## src/rtl/astrc_map.svh

```systemverilog
`ifndef ASTRC_MAP_SVH
`define ASTRC_MAP_SVH

////////////////////////////////////////////////////////////////////////////////
// register offsets, 8-bit registers on a 3-bit address
`define ASTRC_OFF_BAUD_HI 3'h0
`define ASTRC_OFF_BAUD_LO 3'h1
`define ASTRC_OFF_CONTROL_ONE 3'h2
`define ASTRC_OFF_CONTROL_TWO 3'h3
`define ASTRC_OFF_STATUS_ONE 3'h4
`define ASTRC_OFF_DATA_BUFFER 3'h5
`define ASTRC_OFF_NINTH_BITS 3'h6

////////////////////////////////////////////////////////////////////////////////
// field positions
`define ASTRC_C1_NINE_BIT 4
`define ASTRC_C1_TWO_STOP 3
`define ASTRC_C1_LONG_BREAK 2
`define ASTRC_C1_TX_INVERT 1
`define ASTRC_C1_RX_INVERT 0
`define ASTRC_C2_TX_ENABLE 3
`define ASTRC_C2_RX_ENABLE 2
`define ASTRC_C2_SEND_BREAK 0
`define ASTRC_NB_TX_NINTH 6

////////////////////////////////////////////////////////////////////////////////
// widths, reset values and timing counts
`define ASTRC_MOD_W 13
`define ASTRC_BAUD_RST 13'h0000
`define ASTRC_TX_LINE_RST 1'b1
`define ASTRC_TBE_RST 1'b1
`define ASTRC_FRAME_BASE 4'ha
`define ASTRC_LONG_BREAK_ADD 4'h3
`define ASTRC_DATA_LAST_BASE 4'h8
`define ASTRC_PHASE_LAST 4'hf
`define ASTRC_RT3 4'h2
`define ASTRC_RT5 4'h4
`define ASTRC_RT7 4'h6
`define ASTRC_RT8 4'h7
`define ASTRC_RT9 4'h8
`define ASTRC_RT10 4'h9
`define ASTRC_SAMPLE_SLOT_LAST 4'hf

`endif

```

## src/rtl/astrc_pkg.sv

```systemverilog
`include "astrc_map.svh"

package astrc_pkg;

	typedef enum logic [1:0] {ASTRC_RX_IDLE, ASTRC_RX_START, ASTRC_RX_DATA} astrc_rx_e;

	typedef struct packed {
		logic [`ASTRC_MOD_W-1:0] baud_mod;
		logic [`ASTRC_MOD_W-1:0] baud_cnt;
		logic nine_bit;
		logic two_stop_select;
		logic long_break_select;
		logic tx_invert;
		logic rx_invert;
		logic tx_enable;
		logic rx_enable;
		logic send_break;
		logic [3:0] tx_phase;
		logic [14:0] tx_sh;
		logic [3:0] tx_cnt;
		logic tx_active;
		logic tx_line;
		logic tx_out;
		logic tx_oe;
		logic [8:0] tx_buf;
		logic tx_buffer_empty;
		logic tx_complete;
		logic pre_q;
		logic brk_q;
		astrc_rx_e rx_state;
		logic [3:0] slot;
		logic [3:0] bitn;
		logic [2:0] hist;
		logic [1:0] zeros;
		logic v0;
		logic v1;
		logic [8:0] rx_sh;
		logic nz;
		logic fe_acc;
		logic [8:0] rx_data;
		logic rx_buffer_full;
		logic overrun_flag;
		logic noise_flag;
		logic framing_error_flag;
		logic armed;
		logic [7:0] rdata;
	} astrc_state_s;

endpackage

```

## src/rtl/astrc_core.sv

```systemverilog
// Overview of operation
// - baud timing uses only bus clock
// - output idles high, tx_invert flips it
// - enabling transmitter queues one idle preamble
// - shifter holds 10, 11 or 12 bits
// - free shifter loads buffer, sets buffer empty
// - nothing waiting after stop sets complete
// - pin held until queued work finishes
// - send_break queues break, requeues while set
// - break length ten plus format additions
// - enable off then on queues idle
// - received break gives zeros, framing error
// - rx_invert flips input, rx_enable gates receiver
// - start low, data lsb first, stops high
// - stop moves char, else overrun discards
// - status read then data read clears
// - sixteen sample slots per bit
// - start edge is zero after three ones
// - two of slots 3,5,7 zero validates
// - bits voted on slots 8,9,10
// - disagreeing samples in slots 8,9,10 set noise flag
// - edges inside frame resync slot counter
// - non-break framing error preloads three ones
// - framing error flag blocks buffer transfer
`timescale 1ns/10ps
`include "astrc_map.svh"

module astrc_core
	import astrc_pkg::*;
(
	input wire logic clock,
	input wire logic rst_n,
	input wire logic [2:0] addr,
	input wire logic [7:0] wdata,
	input wire logic wr,
	input wire logic rd,
	output logic [7:0] rdata,
	output logic tx_pin,
	output logic tx_pin_oe,
	input wire logic rx_pin
);

	astrc_state_s st;
	astrc_state_s next_st;
	logic tick;
	logic tx_bit;
	logic tx_load_brk;
	logic tx_load_data;
	logic rx_done;
	logic samp;
	logic edge_seen;
	logic maj;
	logic fe_now;
	logic [1:0] zsum;
	logic [3:0] frame_len;
	logic [3:0] brk_len;
	logic [3:0] data_last;
	logic [14:0] image;
	logic [8:0] rdat;

	function automatic logic vote3(input logic a, input logic b, input logic c);
		vote3 = (a & b) | (a & c) | (b & c);
	endfunction

	////////////////////////////////////////////////////////////////////////////////
	always_comb
	begin
		next_st = st;
		next_st.rdata = 8'h00;
		tick = 1'b0;
		tx_bit = 1'b0;
		tx_load_brk = 1'b0;
		tx_load_data = 1'b0;
		rx_done = 1'b0;
		maj = 1'b0;
		fe_now = 1'b0;
		rdat = 9'h000;
		samp = rx_pin ^ st.rx_invert;
		edge_seen = (st.hist == 3'b111) && !samp;
		zsum = st.zeros + {1'b0, ~samp};
		frame_len = `ASTRC_FRAME_BASE + {3'b000, st.nine_bit} + {3'b000, st.two_stop_select};
		brk_len = frame_len + (st.long_break_select ? `ASTRC_LONG_BREAK_ADD : 4'h0);
		data_last = `ASTRC_DATA_LAST_BASE + {3'b000, st.nine_bit};
		// start low, lsb first, stops high
		image = st.nine_bit ? {5'h1f, st.tx_buf, 1'b0} : {6'h3f, st.tx_buf[7:0], 1'b0};

		// bus clock divider, zero modulo stops the tick
		if (st.baud_mod != `ASTRC_BAUD_RST)
		begin
			// a modulo written smaller than the running count must not wait for a wrap
			if (st.baud_cnt >= st.baud_mod - 13'h0001)
			begin
				tick = 1'b1;
				next_st.baud_cnt = 13'h0000;
			end
			else
				next_st.baud_cnt = st.baud_cnt + 13'h0001;
		end
		tx_bit = tick && (st.tx_phase == `ASTRC_PHASE_LAST);
		if (tick)
			next_st.tx_phase = st.tx_phase + 4'h1;

		////////////////////////////////////////////////////////////////////////////////
		// reads first so that hardware sets below win over their clears
		if (rd)
		begin
			case (addr)
				`ASTRC_OFF_BAUD_HI: next_st.rdata = {3'b000, st.baud_mod[12:8]};
				`ASTRC_OFF_BAUD_LO: next_st.rdata = st.baud_mod[7:0];
				`ASTRC_OFF_CONTROL_ONE: next_st.rdata = {3'b000, st.nine_bit, st.two_stop_select,
					st.long_break_select, st.tx_invert, st.rx_invert};
				`ASTRC_OFF_CONTROL_TWO: next_st.rdata = {4'h0, st.tx_enable, st.rx_enable, 1'b0, st.send_break};
				`ASTRC_OFF_STATUS_ONE:
				begin
					next_st.rdata = {st.tx_buffer_empty, st.tx_complete, st.rx_buffer_full, 1'b0,
						st.overrun_flag, st.noise_flag, st.framing_error_flag, 1'b0};
					if (st.rx_buffer_full)
						next_st.armed = 1'b1;
				end
				`ASTRC_OFF_DATA_BUFFER:
				begin
					next_st.rdata = st.rx_data[7:0];
					if (st.armed)
					begin
						next_st.armed = 1'b0;
						next_st.rx_buffer_full = 1'b0;
						next_st.overrun_flag = 1'b0;
						next_st.noise_flag = 1'b0;
						next_st.framing_error_flag = 1'b0;
					end
				end
				`ASTRC_OFF_NINTH_BITS: next_st.rdata = {st.rx_data[8], st.tx_buf[8], 6'h00};
				default: next_st.rdata = 8'h00;
			endcase
		end

		////////////////////////////////////////////////////////////////////////////////
		// loads only on a bit boundary, so every frame starts aligned to the baud clock
		if (tx_bit)
		begin
			if (st.tx_cnt != 4'h0)
			begin
				next_st.tx_line = st.tx_sh[0];
				next_st.tx_sh = {1'b1, st.tx_sh[14:1]};
				next_st.tx_cnt = st.tx_cnt - 4'h1;
			end
			else if (st.pre_q)
			begin
				next_st.pre_q = 1'b0;
				next_st.tx_active = 1'b1;
				next_st.tx_line = 1'b1;
				next_st.tx_sh = 15'h7fff;
				next_st.tx_cnt = frame_len - 4'h1;
			end
			else if (st.brk_q)
			begin
				tx_load_brk = 1'b1;
				next_st.brk_q = st.send_break;
				next_st.tx_active = 1'b1;
				next_st.tx_line = 1'b0;
				next_st.tx_sh = 15'h0000;
				next_st.tx_cnt = brk_len - 4'h1;
			end
			else if (!st.tx_buffer_empty && st.tx_enable)
			begin
				tx_load_data = 1'b1;
				next_st.tx_buffer_empty = 1'b1;
				next_st.tx_active = 1'b1;
				next_st.tx_line = image[0];
				next_st.tx_sh = {1'b1, image[14:1]};
				next_st.tx_cnt = frame_len - 4'h1;
			end
			else
			begin
				next_st.tx_line = 1'b1;
				next_st.tx_active = 1'b0;
				if (st.tx_active)
					next_st.tx_complete = 1'b1;
			end
		end

		////////////////////////////////////////////////////////////////////////////////
		if (wr)
		begin
			case (addr)
				`ASTRC_OFF_BAUD_HI: next_st.baud_mod[12:8] = wdata[4:0];
				`ASTRC_OFF_BAUD_LO: next_st.baud_mod[7:0] = wdata;
				`ASTRC_OFF_CONTROL_ONE:
				begin
					next_st.nine_bit = wdata[`ASTRC_C1_NINE_BIT];
					next_st.two_stop_select = wdata[`ASTRC_C1_TWO_STOP];
					next_st.long_break_select = wdata[`ASTRC_C1_LONG_BREAK];
					next_st.tx_invert = wdata[`ASTRC_C1_TX_INVERT];
					next_st.rx_invert = wdata[`ASTRC_C1_RX_INVERT];
				end
				`ASTRC_OFF_CONTROL_TWO:
				begin
					if (wdata[`ASTRC_C2_TX_ENABLE] && !st.tx_enable)
					begin
						next_st.pre_q = 1'b1;
						next_st.tx_complete = 1'b0;
					end
					// break queued on write of one while send_break is clear
					if (wdata[`ASTRC_C2_SEND_BREAK] && !st.send_break)
					begin
						next_st.brk_q = 1'b1;
						next_st.tx_complete = 1'b0;
					end
					next_st.tx_enable = wdata[`ASTRC_C2_TX_ENABLE];
					next_st.rx_enable = wdata[`ASTRC_C2_RX_ENABLE];
					next_st.send_break = wdata[`ASTRC_C2_SEND_BREAK];
				end
				`ASTRC_OFF_DATA_BUFFER:
				begin
					next_st.tx_buf[7:0] = wdata;
					next_st.tx_buffer_empty = 1'b0;
					next_st.tx_complete = 1'b0;
				end
				`ASTRC_OFF_NINTH_BITS: next_st.tx_buf[8] = wdata[`ASTRC_NB_TX_NINTH];
				default: next_st.tx_buf = next_st.tx_buf;
			endcase
		end

		////////////////////////////////////////////////////////////////////////////////
		// edge history runs on every tick
		if (tick)
			next_st.hist = {st.hist[1:0], samp};
		if (!st.rx_enable)
			next_st.rx_state = ASTRC_RX_IDLE;
		else if (tick)
		begin
			case (st.rx_state)
				ASTRC_RX_IDLE:
				begin
					if (edge_seen)
					begin
						next_st.rx_state = ASTRC_RX_START;
						next_st.slot = 4'h0;
						next_st.zeros = 2'b00;
						next_st.nz = 1'b0;
						next_st.fe_acc = 1'b0;
					end
				end
				ASTRC_RX_START:
				begin
					next_st.slot = st.slot + 4'h1;
					if ((st.slot == `ASTRC_RT3) || (st.slot == `ASTRC_RT5))
						next_st.zeros = zsum;
					// two of three zero, else back to search
					if ((st.slot == `ASTRC_RT7) && (zsum < 2'd2))
						next_st.rx_state = ASTRC_RX_IDLE;
					// start samples in slots 8, 9, 10 that read high are noise
					if ((st.slot >= `ASTRC_RT8) && (st.slot <= `ASTRC_RT10) && samp)
						next_st.nz = 1'b1;
					if (st.slot == `ASTRC_SAMPLE_SLOT_LAST)
					begin
						next_st.rx_state = ASTRC_RX_DATA;
						next_st.bitn = 4'h1;
					end
				end
				ASTRC_RX_DATA:
				begin
					next_st.slot = edge_seen ? 4'h0 : st.slot + 4'h1;
					if (st.slot == `ASTRC_RT8)
						next_st.v0 = samp;
					if (st.slot == `ASTRC_RT9)
						next_st.v1 = samp;
					if (st.slot == `ASTRC_RT10)
					begin
						maj = vote3(st.v0, st.v1, samp);
						if ((st.v0 != st.v1) || (st.v1 != samp))
							next_st.nz = 1'b1;
						if (st.bitn <= data_last)
							next_st.rx_sh = {maj, st.rx_sh[8:1]};
						else if (!maj)
							next_st.fe_acc = 1'b1;
						if (st.bitn == frame_len - 4'h1)
						begin
							rx_done = 1'b1;
							next_st.rx_state = ASTRC_RX_IDLE;
						end
						else
							next_st.bitn = st.bitn + 4'h1;
					end
				end
				default: next_st.rx_state = ASTRC_RX_IDLE;
			endcase
		end

		if (rx_done)
		begin
			fe_now = next_st.fe_acc;
			rdat = st.nine_bit ? next_st.rx_sh : {1'b0, next_st.rx_sh[8:1]};
			if (fe_now && (rdat != 9'h000))
				next_st.hist = 3'b111;
			// no transfer while framing flag stands
			if (!next_st.framing_error_flag)
			begin
				if (next_st.rx_buffer_full)
					next_st.overrun_flag = 1'b1;
				else
				begin
					next_st.rx_data = rdat;
					next_st.rx_buffer_full = 1'b1;
					next_st.noise_flag = next_st.nz;
					// break lands as zeros with framing error
					next_st.framing_error_flag = fe_now;
				end
			end
		end

		// polarity applied at the pin register
		next_st.tx_out = next_st.tx_line ^ next_st.tx_invert;
		// keep driving until queued work is out
		next_st.tx_oe = next_st.tx_enable | next_st.tx_active | next_st.pre_q | next_st.brk_q;
	end

	////////////////////////////////////////////////////////////////////////////////
	always_ff @(posedge clock or negedge rst_n)
	begin
		if (!rst_n)
		begin
			st <= '0;
			st.tx_line <= `ASTRC_TX_LINE_RST;
			st.tx_out <= `ASTRC_TX_LINE_RST;
			st.tx_buffer_empty <= `ASTRC_TBE_RST;
		end
		else
			st <= next_st;
	end

	assign rdata = st.rdata;
	assign tx_pin = st.tx_out;
	assign tx_pin_oe = st.tx_oe;
endmodule // astrc_core

```

## config.mk

```make
export PLATFORM = sky130hd
export DESIGN_NAME = astrc_core
export DESIGN_NICKNAME = d
export VERILOG_FILES = /design/src/rtl/astrc_pkg.sv /design/src/rtl/astrc_core.sv
export VERILOG_INCLUDE_DIRS = /design/src /design/src/rtl
export SDC_FILE = /design/constraint.sdc
export NUM_CORES = 1
export LEC_CHECK = 0
export CAP_MARGIN = 20
export CELL_PAD_IN_SITES_DETAIL_PLACEMENT = 1
export CELL_PAD_IN_SITES_GLOBAL_PLACEMENT = 1
export CORE_MARGIN = 5
export CORE_UTILIZATION = 30
export DETAILED_ROUTE_END_ITERATION = 16
export DONT_BUFFER_PORTS = 1
export PLACE_DENSITY = 0.62
export SYNTH_ARGS = -nofsm -noshare
export SYNTH_HDL_FRONTEND = slang
export SYNTH_SLANG_ARGS = --single-unit
```

## constraint.sdc

```tcl
create_clock -name clock -period 4.34 [get_ports clock]
set_input_delay 0.651 -clock clock [delete_from_list [all_inputs] [get_ports clock]]
set_output_delay 0.651 -clock clock [all_outputs]
set_load 0.005 [all_outputs]
```

Yosys cells after proc, flatten, opt, wreduce, memory -nomap -nowiden --
Cells that the tools add are included.
Storage, ports and cells: bits in registers 124, bits in latches 0, memory bits (writable) 0, memory bits (read-only) 0, output and inout bits 10, memories 0
Operators by class: $add $sub $neg 13, multipliers 0, divide/modulo/power cells 0, magnitude comparators 5, eq/ne operators 31, shift operators 0, muxes and demuxes 80, bitwise logic cells 13, reductions and logical operators 40
Operator list (count):
- $pmux W8 S7 | 1
- $mux W21 | 2
- $mux W4 | 10
- $mux W19 | 2
- $mux W2 | 17
- $mux W11 | 3
- $mux W9 | 3
- $mux W13 | 2
- $mux W1 | 23
- $mux W10 | 2
- $eq A4 B4 Y1 const B | 4
- $reduce_and A2 Y1 | 7
- $add A13 B1 Y13 const B | 1
- $ge A13 B13 Y1 | 1
- $reduce_bool A13 Y1 | 1
- $sub A13 B1 Y13 const B | 1
- $add A4 B1 Y4 const B | 3
- $eq A3 B3 Y1 const B | 4
- $eq A4 B3 Y1 const B | 3
- $mux W3 | 4
- $ne A2 B2 Y1 const B | 6
- $pmux W4 S3 | 1
- $reduce_and A4 Y1 | 3
- $sub A4 B1 Y4 const B | 3
- 41 further kinds | 75

Longest topological paths before layout --
Gate-level depths: netlist (run 1).
depth in word-level cells 15, gate-level depth with buffers 14, mapped depth without buffers 13

Least setup slack after synthesis (run 1) --
Ideal clock, no wire load.
path type flip-flop to flip-flop, from reg st[111] in the netlist's numbering, to reg st[34] in the netlist's numbering, library setup time 125 ps, arrival time 3052 ps, required time 4215 ps, path slack 1163 ps, cell stages (with the launch flop) 14, period minus slack after synthesis 3177 ps, cell sequence dfrtp_1 -> inv_1 -> ha_1 -> nand4b_4 -> nor3_1 -> xnor2_1 -> ha_1 -> nand4_1 -> nor2_1 -> a211o_1 -> clkbuf_1 -> nand2_1 -> nor4_1 -> mux2_2
Between the ends: word-level cells in the longest chain between the ends 5, elaborated cells on any way between the ends 6
RTL lines:
- start, declared | line astrc_core.sv:43 | astrc_state_s st;
- start signal, assigned | line astrc_core.sv:329 | st <= next_st;
- $sub A13 B1 Y13 | line astrc_core.sv:91 | if (st.baud_cnt >= st.baud_mod - 13'h0001)
- $ge A13 B13 Y1 | line astrc_core.sv:91
- $mux W1 | line astrc_core.sv:91
- $mux W1 * | line astrc_core.sv:88 | if (st.baud_mod != `ASTRC_BAUD_RST)
- $reduce_and A4 Y1 (no line) *
Mark *: on every way between the ends. The rest lies on a longest branch, timed or not. A chain may end at the register's enable or synchronous reset.

==> results.txt, run 1 <==
The run finished with clean final reports. The signal arrival time at the worst endpoint was 4.20 ns; the via count normalized by instance count was 4.96. Setup repair after global routing left no endpoint under its margin.

After detailed routing, the average wire length per cell comes to 17.1 µm. The number of nets in the synthesized netlist is 786. The die covers 26600 µm². The logs give 0.493 for the relative max-transition margin and 0 for the yosys synthesis warning count.

The number of global-route vias before repair was 5482; the detailed placement HPWL was 12.6 mm. For the unique cell type count in the Yosys netlist, the log shows 70. TritonCTS built the clock tree. The tools report the critical path endpoint category as a flop. Setup violations remaining at the end of the flow were counted as 0.

The clock-pin slew on the worst setup and hold paths is 0.06 ns. The aggregate global routing overflow was 0. The root buffer cell chosen for the clock tree is sky130_fd_sc_hd__clkbuf_16. The die extent in y is 163 µm, and the number of buffers inserted by port buffering is 0. Final RePlAce weighted congestion: 0.765.

The proportion of power drawn by the clock network was 0.435. The worst setup path endpoint is tx_pin_oe. The number of buffers added by the clock tree synthesis step came out at 17.

Pin placement for this block handled 26 I/O pins. The run gives 4 as the number of levels in the clock H-tree. The buffer count from post-CTS setup fixing came out at 0.

The final count of pins violating max slew was 0. The finished cells cover 7930 µm². The worst-skew pair later-pin latency was 0.42 ns. In this run the power spent charging and discharging nets is 1.00 mW.

Relative to the synthesized area, the layout overhead comes to 12.8%. The sequential-to-total area share from yosys stat came out at 0.442. The worst register-to-register path begins at st[111].

The layout cell share with drive strength beyond 1 is 0.134, and the post-detailed-route count of antenna-violating nets is 0. The diode insertion count for antenna repair is 0. For the pin with the worst max-slew slack, the measured transition is 0.754 ns. The routed design has 17.9 mm of wire. The number of antenna violations at the first check in global routing is 0, and the count of flip-flops with a built-in enable after synthesis is 0. Summed over all instances, the cell type with the most area after synthesis is sky130_fd_sc_hd__dfrtp_1. The top cell type's share of synthesized area is 0.431, and the number of synthesized register bits is 124. After detailed placement, the total cell area comes to 7260 µm². Before antenna repair, the detailed router went through 4 iterations.

The internal power of the cells totals 2.54 mW. The post-route total power was 3.54 mW. In this run the worst hold path is classified as primary input to asynchronous set/reset pin. The worst setup path is launched from a flop.

The maximum fanout encountered on the critical timing path works out to 18. The proportion of total power due to net switching is 0.284. For the sequential power share, the log shows 0.407. For the initial cell density of the core, the log shows 0.302. The run gives 0 as the number of max-cap violations. The library cell with the highest instance count after synthesis was sky130_fd_sc_hd__dfrtp_1. In the synthesized netlist the dominant register cell turns out to be sky130_fd_sc_hd__dfrtp_1. The async set or reset register ratio after synthesis came out at 1.00. The reg-to-reg critical path endpoint was tx_pin_oe.

Counting along the longest clock path gives a buffer depth of 2. Summed over all cells, the static leakage comes to 3.50 nW. The routed design could run at a clock period as short as 3.91 ns.

The clock sink count is 124, and the power per standard cell area is 447 nW/µm². Entering global routing, the biggest net connects 122 pins. After the last flow step, the layout net total stands at 771. The depth of the worst register-to-register path was 13. For this run, design rule violations remaining after detail routing come to 0. Synthesis produced 732 cells. In this run, the number of DRC markers left after iteration 0 of detailed routing was 200. Worst hold margin: 0.0799 ns.

The run gives 0.258 mV as the worst-case vdd ir drop. Clock skew on the completed layout was measured at 0.0159 ns. The first global-routing pass estimated 29.5 mm of wire. In the final timing run, aggregate negative setup slack is 0 ns.

The count of standard-cell rows is 56. The global-route usage over all layers is 0.140, and the worst reg-to-reg setup slack is 0.43 ns. The share of the core filled with cells in the final layout is 0.341, and the core outline area is 23300 µm². For the combinational cell fraction of total power, the log shows 0.158. The worst setup path is of the flop to flop kind. The average instance in the mapped netlist occupies 9.60 µm². Across all layers, the routed design uses 5193 vias. The run gives 255 MHz as the highest clock frequency the design can meet. After synthesis the cells add up to 7020 µm². Ranked by instance count, the synthesized netlist is headed by sky130_fd_sc_hd__dfrtp_1, sky130_fd_sc_hd__nand2_1, sky130_fd_sc_hd__o21ai_0, sky130_fd_sc_hd__nor2_1, sky130_fd_sc_hd__mux2_2. Tracing the worst setup path back leads to its startpoint at st[111].

The portion of the clock cycle consumed by the worst path in the final layout works out to 0.902. Sorting the synthesized cells by area gives the leading types as sky130_fd_sc_hd__dfrtp_1, sky130_fd_sc_hd__ha_1, sky130_fd_sc_hd__mux2_2. The tools report the number of failing hold endpoints at the final stage as 0.

In this run the horizontal extent of the chip is 163 µm. For the worst setup path, the data required time is 4.62 ns.
-- what timing repair did --
item	CTS	global route
gates resized for setup	0	1
hold buffers	1	0
endpoints found under the hold margin	121	0
endpoints found under the setup margin	0	3
-- flip-flops by register name, indices dropped and copies added (netlist names) --
register,count
st,114
rdata,8
tx_pin,1
tx_pin_oe,1
-- power by group through the flow --
stage / combinational [mW] / clock, mW / sequential (mW)
floorplan: 0.437 / 0 / 1.40
global placement: 0.526 / 0 / 1.46
detailed placement: 0.542 / 0 / 1.46
CTS: 0.575 / 1.58 / 1.44
global route: 0.649 / 1.63 / 1.46
finish: 0.560 / 1.54 / 1.44
-- kinds of logic after synthesis --
kind of cell,after synthesis,share of synthesized area
simple gates,251,0.182
compound gates,161,0.135
flops,124,0.442
buf+inv,74,0.0477
mux,60,0.0944
fa+ha+maj,38,0.0688
xor+xnor,24,0.0299
-- cell usage in the layout (no fill, tap or decap), types with 6 or more instances in the layout --
cell / count
sky130_fd_sc_hd__a21oi_1: 37
sky130_fd_sc_hd__a22oi_1: 6
sky130_fd_sc_hd__a31oi_1: 9
sky130_fd_sc_hd__and2_1: 11
sky130_fd_sc_hd__and3_1: 6
sky130_fd_sc_hd__buf_4: 6
sky130_fd_sc_hd__clkbuf_16: 17
sky130_fd_sc_hd__dfrtp_1: 121
sky130_fd_sc_hd__ha_1: 37
sky130_fd_sc_hd__inv_1: 32
sky130_fd_sc_hd__mux2_2: 40
sky130_fd_sc_hd__mux2i_1: 19
sky130_fd_sc_hd__nand2_1: 95
sky130_fd_sc_hd__nand2b_1: 8
sky130_fd_sc_hd__nand3_1: 21
sky130_fd_sc_hd__nand4_1: 10
sky130_fd_sc_hd__nor2_1: 46
sky130_fd_sc_hd__nor2b_1: 7
sky130_fd_sc_hd__nor3_1: 13
sky130_fd_sc_hd__o21ai_0: 67
sky130_fd_sc_hd__or3_1: 7
sky130_fd_sc_hd__xnor2_1: 11
sky130_fd_sc_hd__xor2_1: 13
-- cell type report --
cell class              count  area [µm²]
inverters                  33         124
repair buffers              7        72.6
fillers                  2680       15300
clock buffers              19         453
well taps                 319         399
flip-flops and latches    124        3110
clock inverters            12         188
multi-input cells         534        3580
-- metal layers --
metal | global-route usage | up-vias | share of wire | wire [µm]
li1 | - | 2539 | - | -
met1 | 0.188 | 2573 | 0.49 | 8770
met4 | 0.0366 | 0 | 0.010 | 181
met5 | 0 | - | 0 | 0
met2 | 0.232 | 67 | 0.47 | 8400
met3 | 0.0273 | 14 | 0.029 | 520
-- worst min-delay path by stage --
stage                     slack, ns  depth (start not counted)       end
final                          0.08                          0    st[65]
after global routing           0.05                          0    tx_pin
after global placement         0.36                          0    st[46]
after detailed placement       0.36                          0    st[46]
after floorplan                0.36                          0  rdata[0]
after CTS                      0.06                          0    tx_pin
-- critical path: stages (launching register included) --
cell	delay (ns)
sky130_fd_sc_hd__dfrtp_1	0.42
sky130_fd_sc_hd__inv_1	0.12
sky130_fd_sc_hd__ha_1	0.30
sky130_fd_sc_hd__nand4b_4	0.18
sky130_fd_sc_hd__nor3_1	0.22
sky130_fd_sc_hd__xnor2_1	0.10
sky130_fd_sc_hd__ha_1	0.31
sky130_fd_sc_hd__a21oi_1	0.09
sky130_fd_sc_hd__o21ai_0	0.23
sky130_fd_sc_hd__a211o_1	0.48
sky130_fd_sc_hd__nand4_2	0.34
sky130_fd_sc_hd__nor4_1	0.31
sky130_fd_sc_hd__o22ai_1	0.16
sky130_fd_sc_hd__or4_1	0.51
-- stage by stage --
step,std cells,worst slack (ns)
finish,1048,0.425
CTS,1048,0.388
floorplan,732,1.16
global route,1048,0.0415
global placement,1016,0.626
detailed placement,1016,0.457
Power figures use the tool's default switching activity.
==> inputs of run 2 (changes only) <==
Settings changed: MAX_ROUTING_LAYER set to met4.
==> results.txt, run 2 (synthesized netlist as in run 1, its figures left out) <==
The final count of negative-setup-slack endpoints is 0. In this run the worst hold path is classified as primary input to asynchronous set/reset pin. The number of antenna violations at the first check in global routing was 0; the iteration count of the initial detailed-routing pass was 5. The tools report the area of the die as 26600 µm². The initial cell density of the core came out at 0.302.

After the first detailed-routing iteration, the DRC count stood at 247. For flop-to-flop paths, the worst setup slack is 0.42 ns. The leakage power figure is 3.50 nW. The later pin in the worst-skew pair is clocked with a latency of 0.42 ns. Most frequent cell on the critical path: sky130_fd_sc_hd__ha_1. The worst register-to-register path begins at st[111]. The largest incremental delay on the critical path is 0.51 ns. For the pin with the worst max-slew slack, the measured transition is 0.746 ns.

In this run the deepest clock path goes through 2 buffers. In the routed layout, each cell is associated on average with a via count of 4.94. Across the whole layout, storage elements account for 3110 µm². TritonCTS built the clock tree. The global-route usage over all layers came out at 0.144. The run gives 23300 µm² as the core outline area.

The logs give 5474 for the number of global-route vias before repair and 3580 µm² for the multi-input combinational cell area. Buffers placed on the I/O ports in this run total 0. Static timing analysis puts the maximum clock frequency at 255 MHz.

Setup repair after global routing left no endpoint under its margin. The H-tree was split into 4 levels. The tools report the critical path launch point type as a flop. After floorplanning, the core was divided into 56 placement rows. The slowest stage of the critical path is the sky130_fd_sc_hd__or4_1 cell. The buffer count from post-CTS setup fixing is 0.

The library cell used most frequently in the layout, excluding fill and tap cells, is sky130_fd_sc_hd__dfrtp_1. The number of flip-flops in the largest register is 114. The endpoint identified for the worst register-to-register timing path is tx_pin_oe.

The run finished with clean final reports. After routing, the total negative slack on setup checks comes to 0 ns. The logs give 1048 for the number of non-filler instances in the completed layout and 0 for the number of max-cap violations. During I/O placement, the number of pins put on the boundary was 26. For the relative max-transition margin, the log shows 0.499. Detailed placement finished with a half-perimeter wire length of 12.6 mm. The clock net in this run drives a total of 124 sinks.

The portion of the clock cycle consumed by the worst path in the final layout was 0.902; the final worst clock skew was 0.0163 ns. The wire length after detailed routing is 18.0 mm, and the maximum fanout encountered on the critical timing path is 18. The layout cell share with drive strength beyond 1 was 0.134; the minimum period implied by the final worst setup slack was 3.92 ns.

The area added between synthesis and finish works out to 12.8%. Among cell families on the critical path, the largest total delay comes from simple AND/OR/NAND/NOR gates. The run gives 1016 as the cell count after placement.

The completed layout was analyzed and its total power is 3.54 mW. The number of vias in the routed layout was 5182. The worst setup path is captured at a flop. Summed over all layers, the global routing overflow is 0. The final count of pins violating max slew was 0. Final RePlAce weighted congestion: 0.775. The critical path class is flop to flop. Dividing the detail-routed wire length by the instance count gives 17.2 µm. The logs give 4.20 ns for the signal arrival time at the worst endpoint and 29.6 mm for the wire length of the first global-routing pass. The clock-pin slew on the worst setup and hold paths is 0.06 ns, and the diode insertion count for antenna repair is 0. The root buffer cell is sky130_fd_sc_hd__clkbuf_16. Ranked by flip-flop count, first place goes to st. In the layout the commonest cells are sky130_fd_sc_hd__dfrtp_1, sky130_fd_sc_hd__nand2_1, sky130_fd_sc_hd__o21ai_0. The floorplan step set the die width to 163 µm.

The worst-case vdd ir drop was 0.260 mV; the power per standard cell area was 447 nW/µm². The largest net degree at the start of global routing was 122. The die extent in y is 163 µm. Walking the worst path, the cells encountered are inv_1 -> ha_1 -> nand4b_4 -> nor3_1 -> xnor2_1 -> ha_1 -> a21oi_1 -> o21ai_0 -> a211o_1 -> nand4_2 -> nor4_1 -> o22ai_1 -> or4_1.

Buffers plus inverters on the worst setup path: 1. The run gives 0 as the number of remaining DRC errors. The critical path required time was 4.63 ns. The count of fill cells added during filler insertion was 2680; the number of nets in the finished design was 771. The depth of the worst register-to-register path is 13. Number of failing hold endpoints at the final stage: 0.

For the number of buffers added by the clock tree synthesis step, the log shows 17. The run gives 0 as the post-detailed-route count of antenna-violating nets.
run 2: cell counts in the layout (fill, tap and decap cells not counted):
Identical to the previous run, type by type.
run 2: final cells by class:
type,count,area share
clock buffers,19,0.0571
well taps,319,0.0504
multi-input cells,534,0.452
inverters,33,0.0156
flip-flops and latches,124,0.392
clock inverters,12,0.0237
repair buffers,7,0.00916
run 2: timing repair:
item / 4_1_cts / 5_1_grt
hold buffers: 1 / 0
hold endpoints to repair: 121 / 0
setup endpoints to repair: 0 / 3
gates resized for setup: 0 / 1
run 2: metrics by stage:
| stage | utilization | hold slack (ns) | setup slack [ns] | area, µm² |
|---|---|---|---|---|
| 6_report | 0.341 | 0.0796 | 0.424 | 7930 |
| 2_1_floorplan | - | 0.355 | 1.16 | 7020 |
| 3_3_place_gp | 0.312 | 0.362 | 0.626 | 7260 |
| 3_5_place_dp | 0.312 | 0.362 | 0.457 | 7260 |
| 4_1_cts | 0.341 | 0.0595 | 0.388 | 7930 |
| 5_1_grt | 0.341 | 0.0505 | 0.0415 | 7930 |
run 2: how the worst max path moves through the flow:
stage | from | end | depth (start not counted)
after floorplan | st[111] | st[34] | 13
after global placement | st[111] | tx_pin_oe | 13
after detailed placement | st[111] | tx_pin_oe | 13
after CTS | st[111] | tx_pin_oe | 13
after global routing | st[111] | tx_pin_oe | 13
final | st[111] | tx_pin_oe | 13
run 2: worst reg2reg max path: stages, from the launching register on:
cell,delay [ns]
sky130_fd_sc_hd__dfrtp_1,0.42
sky130_fd_sc_hd__inv_1,0.12
sky130_fd_sc_hd__ha_1,0.30
sky130_fd_sc_hd__nand4b_4,0.18
sky130_fd_sc_hd__nor3_1,0.22
sky130_fd_sc_hd__xnor2_1,0.10
sky130_fd_sc_hd__ha_1,0.31
sky130_fd_sc_hd__a21oi_1,0.09
sky130_fd_sc_hd__o21ai_0,0.23
sky130_fd_sc_hd__a211o_1,0.49
sky130_fd_sc_hd__nand4_2,0.35
sky130_fd_sc_hd__nor4_1,0.31
sky130_fd_sc_hd__o22ai_1,0.16
sky130_fd_sc_hd__or4_1,0.51
run 2: power by group:
group	internal, mW	switching, mW
logic	0.254	0.306
registers	1.29	0.154
clock network	0.994	0.544
total	2.54	1.00
run 2: layer usage:
layer  share of wire  vias to the layer above  global-route usage
li1                -                     2541                   -
met1            0.49                     2568               0.189
met2            0.47                       62               0.232
met3           0.032                       11              0.0273
met4          0.0081                        0              0.0355
met5               0                        -                   -
==> inputs of run 3 (changes only) <==
Settings changed: CORE_UTILIZATION 30 to 40, PLACE_DENSITY 0.62 to 0.76.
==> results.txt, run 3 (synthesized netlist as in run 1, its figures left out) <==
The worst setup path is of the flop to flop kind. Share of the core filled with cells in the final layout: 0.449. The portion of the clock cycle consumed by the worst path in the final layout was 0.916. In this run the vertical extent of the chip is 143 µm. Setup repair after global routing left no endpoint under its margin. After clock tree synthesis, the clock-pin slew on the worst setup and hold paths is 0.06 ns. The number of buffers inserted by port buffering is 0.

Once detail routing completed, the nets flagged for antenna violations numbered 0. The logs give 0.262 mV for the worst-case vdd ir drop and 0 for the final count of negative-setup-slack endpoints. The cell that appears most often on the critical path is sky130_fd_sc_hd__ha_1. The number of levels in the clock H-tree was 4; the setup total negative slack was 0 ns.

TritonCTS built the clock tree. The die covers 20300 µm². For the initial cell density of the core, the log shows 0.408. Dividing the detail-routed via count by the number of cells gives 5.66. For the number of global-route vias before repair, the log shows 5919. The post-cts repair resize count was 0; the core outline area was 17200 µm². In this run the count of I/O pins placed on the die edge is 26.

The number of antenna violations at the first check in global routing was 0. Broken down by cell family, the worst path's largest delay share belongs to compound AO/OA/AOI/OAI gates. The clock arrives with 0.00732 ns of skew.

The tool flagged a number of max-cap violations equal to 0. The run gives 4.25 ns as the signal arrival time at the worst endpoint. Worst min-delay path class: primary input to asynchronous set/reset pin. The logs give 7120 µm² for the placed standard-cell area and 5397 for the number of vias in the routed layout. The width of the chip was 143 µm; the number of buffers added by the clock tree synthesis step was 17. The transition time of the tightest slew-check pin was 0.837 ns; the post-route total power was 3.46 mW. The logs give 30.9 mm for the wire length of the first global-routing pass and 3.47 nW for the leakage power figure. For this run, the slowest stage of the critical path takes 0.54 ns. STA classifies the critical path startpoint as a flop. The maximum fanout encountered on the critical timing path works out to 33. The final RePlAce weighted congestion was 0.860.

After detailed routing, the average wire length per cell comes to 19.6 µm. The buffers plus inverters on the worst setup path is 1, and the highest clock frequency the design can meet is 252 MHz. The detailed placement HPWL is 13.1 mm, and the iteration count of the initial detailed-routing pass is 4. The logs give 122 for the largest net degree at the start of global routing and 1 for the count of hold-fix buffers inserted at cts. The tools report the global-route usage over all layers as 0.199. The repair_antennas step left the layout with diodes totalling 0.

Final count of pins violating max slew: 0. Traced cell by cell, the critical path runs through inv_1 -> ha_1 -> nand4b_4 -> nor3_1 -> xnor2_1 -> ha_1 -> nand4_1 -> nor2_1 -> a211o_1 -> nand4_2 -> a21o_1 -> a211oi_1 -> a21oi_1. The largest individual stage delay along the critical path comes from the cell sky130_fd_sc_hd__a21o_1. The critical path required time is 4.61 ns, and the number of nets in the finished design is 769. In the layout the commonest cells are sky130_fd_sc_hd__dfrtp_1, sky130_fd_sc_hd__nand2_1, sky130_fd_sc_hd__o21ai_0. Relative to the synthesized area, the layout overhead comes to 10.3%. The register with the most flip-flops in the layout has 114 of them. The critical path endpoint category is a flop.

In this run the power density over the cells is 447 nW/µm². The library cell used most frequently in the layout, excluding fill and tap cells, is sky130_fd_sc_hd__dfrtp_1. Counting flops per register, the top entry is st. The root buffer cell was sky130_fd_sc_hd__clkbuf_16. DRC marker count from the first detailed-route iteration: 270.

The wire length after detailed routing is 18.7 mm, and the number of remaining DRC errors is 0. The number of failing hold endpoints at the final stage was 0. The layout cell share with drive strength beyond 1 was 0.130. Global routing finished with a remaining overflow of 0. The worst-skew pair later-pin latency came out at 0.43 ns.

The initialized floorplan defines 48 standard-cell rows. Once layout is done, the placed cells without fillers occupy 7740 µm². The flow ran to the end, and the final reports show no timing, DRC or antenna violations.

The clock drives 124 sinks. The relative max-transition margin is 0.442. The worst path in the final design needs a cycle of 3.98 ns, including I/O delays and setup. Counting along the longest clock path gives a buffer depth of 2.

The tools report the buffer count from post-CTS setup fixing as 0.
==> run 3: cell count changes in the layout (fill, tap and decap cells not counted), sizes merged <==
cell | previous run | this run
buf | 7 | 5
clkinv | 6 | 5
bufinv | 4 | 2
clkinvlp | 2 | 4
inv | 33 | 34
clkbuf | 19 | 20
==> run 3: metrics by stage <==
step                      setup slack (ns)  std cells  hold slack, ns
after detailed placement             0.441        919           0.360
after floorplan                       1.16        732           0.355
after CTS                            0.378        952          0.0533
final                                0.364        953          0.0675
after global placement               0.703        919           0.362
after global routing               0.00161        953          0.0496
==> run 3: final cells by class <==
cell class / count / area, µm²
well taps: 225 / 282
clock inverters: 12 / 139
clock buffers: 20 / 457
repair buffers: 5 / 55.1
multi-input cells: 534 / 3580
inverters: 33 / 124
fillers: 1957 / 9490
flip-flops and latches: 124 / 3110
==> run 3: power by group <==
group,total [mW],internal [mW],switching [mW]
logic,0.590,0.257,0.332
registers,1.44,1.29,0.155
clock network,1.43,0.879,0.548
total,3.46,2.42,1.03
==> run 3: final timing paths <==
| kind | slack (ns) | start | end | cells after the start |
|---|---|---|---|---|
| max | 0.36 | st[111] | st[68] | 13 |
| min | 0.07 | rst_n | tx_pin | 0 |
| max reg2reg | 0.36 | st[111] | st[68] | 13 |
| min reg2reg | 0.47 | st[89] | st[89] | 1 |
| max in group asynchronous | 3.68 | rst_n | st[50] | 1 |
| min in group clock | 0.29 | addr[1] | rdata[5] | 1 |
==> run 3: metal layers <==
layer | part of all wire | global-route usage | up-vias
met5 | 0 | - | -
met4 | 0.024 | 0.0665 | 0
met3 | 0.039 | 0.0511 | 31
met2 | 0.51 | 0.338 | 96
met1 | 0.43 | 0.228 | 2726
li1 | - | - | 2544
